--- src/safe_sel_params.svh ---
// Purpose: Constants for the discrete safe selection input block
// Assumes: 125 MHz ref_clk
// Notes: Times in their own unit, cycle counts derived from them
`ifndef SAFE_SEL_PARAMS_SVH
`define SAFE_SEL_PARAMS_SVH
`define SEL_PAIRS 8
`define SEL_INPUTS 16
`define SEL_MAX_AXES 35
`define SEL_AXIS_W 6
`define SEL_CLK_MHZ 125
`define SEL_TOL_MS 1000
// Longest time rounds down; 125e6 cycles
`define SEL_TOL_CYCLES ((`SEL_TOL_MS) * 1000 * (`SEL_CLK_MHZ))
`define SEL_TMR_W 27
// Single-channel path gets one extra register stage, so it reacts a cycle later
`define SEL_SINGLE_EXTRA 1
`endif

--- src/safe_sel_pkg.sv ---
// Purpose: Types shared by the selection block
// Assumes: safe_sel_params.svh present
// Notes: Types only; numbers live in the header
`default_nettype none
`include "safe_sel_params.svh"
package safe_sel_pkg;
	typedef logic [`SEL_PAIRS-1:0] pair_vec_t;
	typedef logic [`SEL_INPUTS-1:0] input_vec_t;
	typedef enum logic {PAIR_DUAL, PAIR_SINGLE} pair_mode_e;
	typedef enum logic [1:0] {CH_EQUAL, CH_DIFFER, CH_FAULT} ch_state_e;
	typedef struct packed {
		logic sel_n;
		logic err;
	} pair_status_s;
endpackage
`default_nettype wire

--- src/safe_sel_inputs.sv ---
// Purpose: Evaluates discrete safe selection inputs of one safety zone
// Assumes: Inputs synchronous to ref_clk; mode bits static during operation
// Notes: Selection and acknowledge outputs are registered
`timescale 1ns/1ps
`default_nettype none
`include "safe_sel_params.svh"
// Notes on behaviour
// A dual-channel pair samples both inputs and merges them into one safe selection.
// A single-channel input gives its own selection from that one input alone.
// A mode bit per pair picks one dual-channel input or two single-channel inputs.
// Both inputs low means the function is selected.
// The function is deselected only when both inputs are high.
// Inputs of a dual pair may disagree for up to one second, longer is a fault.
// The zone has eight pairs, i.e. sixteen inputs.
// A zone serves at most thirty-five axes.
// The external source dynamizes each channel of a dual pair separately; sel_source_model only passes static levels on, with no dynamization.
// Single-channel evaluation may react later than dual-channel evaluation.
// External wiring keeps lines on the same dynamization source from shorting.
// A state is acknowledged only with both outputs of a pair high.
// On discrepancy timeout an error latches and forces selection until cleared.
// The discrepancy timer restarts on equal levels and counts only while they differ.
module safe_sel_inputs #(
	parameter logic [`SEL_TMR_W-1:0] TOL_CYCLES = `SEL_TMR_W'(`SEL_TOL_CYCLES)
) (
	input wire logic ref_clk,
	input wire logic resetn,
	input wire safe_sel_pkg::input_vec_t sel_in_n,
	input wire safe_sel_pkg::pair_vec_t pair_single,
	input wire logic err_clear,
	input wire logic [`SEL_AXIS_W-1:0] axis_count,
	input wire logic ack_request,
	output safe_sel_pkg::input_vec_t sel_active,
	output safe_sel_pkg::pair_vec_t pair_fault,
	output logic local_io_fault_message,
	output logic axis_overflow,
	output logic [1:0] zone_acknowledge
);
	safe_sel_pkg::input_vec_t in_reg, single_reg, sel_reg, sel_next;
	safe_sel_pkg::pair_vec_t fault_reg, mon_fault, dual_hold_reg, dual_sel;
	logic err_reg, ovf_reg;
	logic [1:0] ack_reg;

	// Dual pair merge: low on both selects, high on both deselects, else hold
	function automatic logic merge_pair(input logic a_n, input logic b_n, input logic prev);
		if (!a_n && !b_n) begin
			merge_pair = 1'b1;
		end else if (a_n && b_n) begin
			merge_pair = 1'b0;
		end else begin
			merge_pair = prev;
		end
	endfunction

	genvar g;
	generate
		for (g = 0; g < `SEL_PAIRS; g++) begin : g_pair
			sel_pair_monitor #(.TOL_CYCLES(TOL_CYCLES)) u_mon (
				.ref_clk(ref_clk),
				.resetn(resetn),
				.enable(!pair_single[g]),
				.in_a_n(in_reg[2*g]),
				.in_b_n(in_reg[2*g+1]),
				.err_clear(err_clear),
				.fault(mon_fault[g])
			);
			assign dual_sel[g] = merge_pair(in_reg[2*g], in_reg[2*g+1], dual_hold_reg[g]);
			// A latched fault forces the safe (selected) state
			assign sel_next[2*g] = pair_single[g] ? !single_reg[2*g]
				: (dual_sel[g] || mon_fault[g]);
			assign sel_next[2*g+1] = pair_single[g] ? !single_reg[2*g+1]
				: (dual_sel[g] || mon_fault[g]);
		end
	endgenerate

	wire logic ovf_next = (axis_count > `SEL_AXIS_W'(`SEL_MAX_AXES));
	// Acknowledge is a both-high pair; any fault drops both outputs
	wire logic ack_next = ack_request && !(|mon_fault) && !ovf_next;

	always_ff @(posedge ref_clk or negedge resetn) begin
		if (!resetn) begin
			in_reg <= '1;
			single_reg <= '1;
			dual_hold_reg <= '1;
			sel_reg <= '1;
			fault_reg <= '0;
			err_reg <= 1'b0;
			ovf_reg <= 1'b0;
			ack_reg <= 2'h0;
		end else begin
			in_reg <= sel_in_n;
			// Extra register stage on the single path adds one cycle of latency; the sample is not filtered
			single_reg <= in_reg;
			dual_hold_reg <= dual_sel;
			sel_reg <= sel_next;
			fault_reg <= mon_fault;
			err_reg <= |mon_fault;
			ovf_reg <= ovf_next;
			ack_reg <= {ack_next, ack_next};
		end
	end

	assign sel_active = sel_reg;
	assign pair_fault = fault_reg;
	assign local_io_fault_message = err_reg;
	assign axis_overflow = ovf_reg;
	assign zone_acknowledge = ack_reg;
endmodule // safe_sel_inputs
`default_nettype wire

--- src/sel_pair_monitor.sv ---
// Purpose: Discrepancy watch for one dual-channel input pair
// Assumes: Inputs already synchronous to ref_clk
// Notes: Timer length is a parameter so simulation can shorten it
`timescale 1ns/1ps
`default_nettype none
`include "safe_sel_params.svh"
module sel_pair_monitor #(
	parameter logic [`SEL_TMR_W-1:0] TOL_CYCLES = `SEL_TMR_W'(`SEL_TOL_CYCLES)
) (
	input wire logic ref_clk,
	input wire logic resetn,
	input wire logic enable,
	input wire logic in_a_n,
	input wire logic in_b_n,
	input wire logic err_clear,
	output logic fault
);
	safe_sel_pkg::ch_state_e state_reg, state_next;
	logic [`SEL_TMR_W-1:0] tmr_reg, tmr_next;
	wire logic differ = enable && (in_a_n != in_b_n);
	wire logic expired = (tmr_reg >= TOL_CYCLES - `SEL_TMR_W'(1));

	always_comb begin
		state_next = state_reg;
		tmr_next = tmr_reg;
		case (state_reg)
			safe_sel_pkg::CH_EQUAL: begin
				tmr_next = '0;
				if (differ) begin
					state_next = safe_sel_pkg::CH_DIFFER;
				end
			end
			safe_sel_pkg::CH_DIFFER: begin
				if (!differ) begin
					state_next = safe_sel_pkg::CH_EQUAL;
					tmr_next = '0;
				end else if (expired) begin
					state_next = safe_sel_pkg::CH_FAULT;
				end else begin
					tmr_next = tmr_reg + `SEL_TMR_W'(1);
				end
			end
			safe_sel_pkg::CH_FAULT: begin
				tmr_next = '0;
				// Clear only takes once the pair agrees, so a live fault re-arms
				if (err_clear && !differ) begin
					state_next = safe_sel_pkg::CH_EQUAL;
				end
			end
			default: begin
				state_next = safe_sel_pkg::CH_FAULT;
				tmr_next = '0;
			end
		endcase
	end

	always_ff @(posedge ref_clk or negedge resetn) begin
		if (!resetn) begin
			state_reg <= safe_sel_pkg::CH_EQUAL;
			tmr_reg <= '0;
		end else begin
			state_reg <= state_next;
			tmr_reg <= tmr_next;
		end
	end

	assign fault = (state_reg == safe_sel_pkg::CH_FAULT);
endmodule // sel_pair_monitor
`default_nettype wire

--- config.mk ---
export PLATFORM = sky130hd
export DESIGN_NAME = safe_sel_inputs
export DESIGN_NICKNAME = d
export VERILOG_FILES = /design/src/safe_sel_pkg.sv /design/src/safe_sel_inputs.sv /design/src/sel_pair_monitor.sv
export VERILOG_INCLUDE_DIRS = /design/src
export SDC_FILE = /design/constraint.sdc
export NUM_CORES = 1
export LEC_CHECK = 0
export BUFFER_PORTS_ARGS = -buffer_cell sky130_fd_sc_hd__buf_2
export CORE_MARGIN = 1.5
export CORE_UTILIZATION = 54
export CTS_BUF_LIST = sky130_fd_sc_hd__clkbuf_16
export DETAILED_ROUTE_END_ITERATION = 10
export GPL_ROUTABILITY_DRIVEN = 0
export GPL_TIMING_DRIVEN = 0
export PLACE_DENSITY = 0.71
export SLEW_MARGIN = 15
export SYNTH_ARGS = -nofsm -noshare
export SYNTH_HDL_FRONTEND = slang
export SYNTH_SLANG_ARGS = --single-unit
--- constraint.sdc ---
create_clock -name ref_clk -period 2.15 [get_ports ref_clk]
set_input_delay 0.43 -clock ref_clk [delete_from_list [all_inputs] [get_ports ref_clk]]
set_output_delay 0.43 -clock ref_clk [all_outputs]
set_load 0.01 [all_outputs]
==> metrics.txt <==
Period Utilization, post-route=1.01; Arrival @ worst endpoint=around 2.6 ns; count of TritonRoute iterations in the first routing pass=6; cell-by-cell trace of the critical path=or4_4 > o311ai_4 > nand2_2 > buf_6 > or4_1 > nand2_1; vias post-DR=about 12,000; Die Y-Extent=~170 um; vias in the first global route=roughly 11,000; share of layout cells above drive strength 1=0.184; Clk Latency, worst-skew pair=roughly 0.50 ns; Setup WS post-layout=-0.0253 ns; class of the tightest hold or removal check=in -> reg; NumNets Final=between 1,500 and 2,000; Crit. Startpoint=g_pair[0].u_mon.tmr_reg[9]$_DFFE_PN0P_; TritonCTS buffer count=34; routed via count divided by cell count=approximately 5.8; clock tree root buffer cell=clkbuf_16; standby leakage power=7.35 nW; Yosys cell types=62; total of endpoints with negative setup slack in the final report=1; dominant cell type by area after synthesis=dfrtp_1; average wire length per cell after detail routing=~16 um; post-place instance area=15,500 um2; number of maximum-capacitance violations=0; Post-Synthesis Cells=around 1,500; TritonCTS clock tree=done; number of flops mapped to enable cells by yosys=0; fin area=~17,000 um2; multiplexer fraction of the synthesized cell area=0.00408; status=finished, violations left; placed instance count=approximately 1,900; max FFs per register=between 200 and 250; number of cells in the finished layout apart from fillers=2,014; dominant combinational cell family by area after synthesis=simple AND/OR/NAND/NOR gates; final-report hold violation count=0; most common flop cell mapped by yosys=dfrtp_1; mean instance size in the synthesized netlist=a little under 10 um2; Post-Synth Simple-Gate Area=0.270; global-route wire length before repair=53,600 um; Post-Route Skew=0.0142 ns; Max rail drop VDD=between 600 and 700 uV; biggest cell delay along the critical path=around 0.54 ns; post-synthesis adder-cell area fraction=0.0204; type of the worst setup path=reg -> reg; Max H-tree Level=2; failing checks=negative setup slack; pin count of the biggest net entering global routing=99; crit path max fanout=10; #FFs+latches synth=~300; GRT Overall Usage=0.228; unrepaired setup endpoints after global routing=yes; Req. time, crit path=about 2.6 ns; critical path endpoint category=flip-flop; die area=28,300 um2; Pwr per Cell Area=between 700 and 800 nW/um2; post-DP HPWL=~21,000 um; top cell type's share of synthesized area=0.413; DRC violation count after routing=0; endpoint of the worst register-to-register path=g_pair[0].u_mon.tmr_reg[4]$_DFFE_PN0P_; Die Span X=around 170 um; top area cells in the synthesized netlist=dfrtp_1, dfstp_2, xor2_1; final-layout fill cell count=2,213; post-synthesis instance area=between 10,000 and 15,000 um2; Iteration-0 DRC Markers=~880; Port Buf Inserts=roughly 60; number of top-level pins=62; setup slack on the worst flop-to-flop path=-0.03 ns; antenna violations before repair=1; number of nets still failing antenna checks after routing=0; synthesized-area fraction occupied by ao, oa, aoi and oai cells=0.0731; clock slew seen by the registers of the worst setup and hold paths=approximately 0.06 ns; sequential-to-total area share from yosys stat=0.513; depth of the most critical reg-to-reg path=6; overall overflow remaining after global route=0; standard-cell row count=60; Max Slew Vio Count=0; xor and xnor area share after synthesis=0.0975; Max-Slew Margin vs Limit=0.527; worst-margin pin slew=~0.71 ns; FFs w/ async S/R, synth=1.00; maximum frequency from static timing analysis=between 400 and 500 MHz; worst setup path end=g_pair[0].u_mon.tmr_reg[4]$_DFFE_PN0P_; critical register-to-register path startpoint=g_pair[0].u_mon.tmr_reg[9]$_DFFE_PN0P_; maximum count of clock buffers along a single path=3; number of warnings printed during yosys synthesis=0; type of origin of the critical path=flip-flop; effective utilization at floorplan=0.548; TritonCTS sink count=between 200 and 300; area grow syn2layout=17.8%; Std-Cell Core Area=approximately 27,000 um2; Worst path slowest cell=or4_4; Total Wirelength=~32,000 um; post-synth net total=1,574; clock period minus final worst setup slack=about 2.2 ns
[where the power goes]
part / switching, mW / leakage [nW] / internal [mW]
Sequential: 0.0608 / 3.97 / 5.78
Clock: 2.32 / 0.561 / 3.58
Combinational: 0.293 / 2.82 / 0.147
[stage by stage]
stage                     total power, mW  setup WS (ns)  TNS [ns]  hold slack, ns  utilization
final                                12.2        -0.0253   -0.0253          0.0227        0.646
after global routing                 12.6         -0.128    -0.775         0.00159        0.646
after CTS                            12.3       0.000369         0         0.00241        0.630
after detailed placement             6.38         -0.402    -16.36           0.338        0.578
after global placement               6.34          -4.86  -1350.22           0.366        0.575
after floorplan                      6.10         0.0552         0           0.134            -
[cell usage in the layout, fill, tap and decap left out, drive strengths merged, types with 54 or more instances in the layout]
| cell type | instances |
|---|---|
| buf | 102 |
| nand2 | 108 |
| dfstp | 56 |
| a21oi | 76 |
| dfrtp | 243 |
| nand3 | 120 |
| clkbuf | 72 |
| nand4 | 89 |
| xor2 | 144 |
| and3 | 54 |
| nor2 | 209 |
[layout make-up]
class,count,area [um2],share of cell area
Clock buffer,35,876,0.0504
Timing Repair Buffer,96,646,0.0372
Antenna cell,1,2.50,0.000144
Buffer,44,231,0.0133
Inverter,41,154,0.00886
Sequential cell,299,7560,0.435
Tap cell,341,427,0.0246
Clock inverter,26,267,0.0154
Multi-Input combinational cell,1131,7200,0.415
[critical path: cells and delay by family (launching register included)]
family,cells,cell delay (ns)
AO/OA/AOI/OAI,1,0.34
buffers and inverters,1,0.16
flip-flops,1,0.41
AND/OR/NAND/NOR,4,1.20
[layer usage]
layer	global-route usage	vias up	share of wire
met4	0.0547	0	0.018
met3	0.0315	57	0.041
li1	-	5612	-
met1	0.320	5652	0.46
met5	0	-	0
met2	0.378	267	0.48
[repair_timing]
action / in CTS / in global routing
hold buffers: 1 / 0
cloned: 0 / 1
setup buffers: 15 / 18
gates resized for setup: 33 / 95
endpoints found under the hold margin: 33 / 0
setup endpoints to repair: 122 / 155
pin swaps: 6 / 13
[worst min path at each step]
stage | from | endpoint | slack (ns) | depth (start not counted)
after global placement | in_reg[15]$_DFF_PN1_ | single_reg[15]$_DFF_PN1_ | 0.37 | 0
after detailed placement | resetn | g_pair[1].u_mon.tmr_reg[16]$_DFFE_PN0P_ | 0.34 | 1
after global routing | sel_in_n[11] | in_reg[11]$_DFF_PN1_ | 0.002 | 1
after CTS | sel_in_n[11] | in_reg[11]$_DFF_PN1_ | 0.002 | 1
final | sel_in_n[15] | in_reg[15]$_DFF_PN1_ | 0.02 | 1
after floorplan | resetn | axis_overflow$_DFF_PN0_ | 0.13 | 0
[cells by family (layout without fill, tap and decap cells)]
| family | after synthesis | in the layout |
|---|---|---|
| AOI/OAI and AO/OA | 169 | 170 |
| xor gates and xnor gates | 164 | 164 |
| adders and majority gates | 24 | 24 |
| buffers and inverters | 87 | 242 |
| DFF | 299 | 299 |
| muxes | 6 | 6 |
| other | 0 | 1 |
| and+or+nand+nor | 767 | 767 |
[cell usage after synthesis, drive strengths merged (5+ instances only)]
| cell type | count |
|---|---|
| xor2 | 144 |
| xnor2 | 20 |
| buf | 5 |
| mux2i | 6 |
| nand2 | 108 |
| o21a | 5 |
| inv | 41 |
| o21ai | 31 |
| a211oi | 9 |
| a21oi | 76 |
| ha | 24 |
| nand4 | 89 |
| nor3b | 6 |
| nor4 | 23 |
| a31oi | 5 |
| clkbuf | 41 |
| nor3 | 40 |
| o211ai | 15 |
| nand2b | 12 |
| and2 | 17 |
| and3 | 54 |
| nand4b | 9 |
| nor2 | 209 |
| dfstp | 56 |
| nor2b | 13 |
| or4 | 21 |
| dfrtp | 243 |
| nand3b | 6 |
| a21o | 9 |
| nand3 | 120 |
| or3 | 21 |
| and4 | 9 |
(Power assumes the default switching activity.)
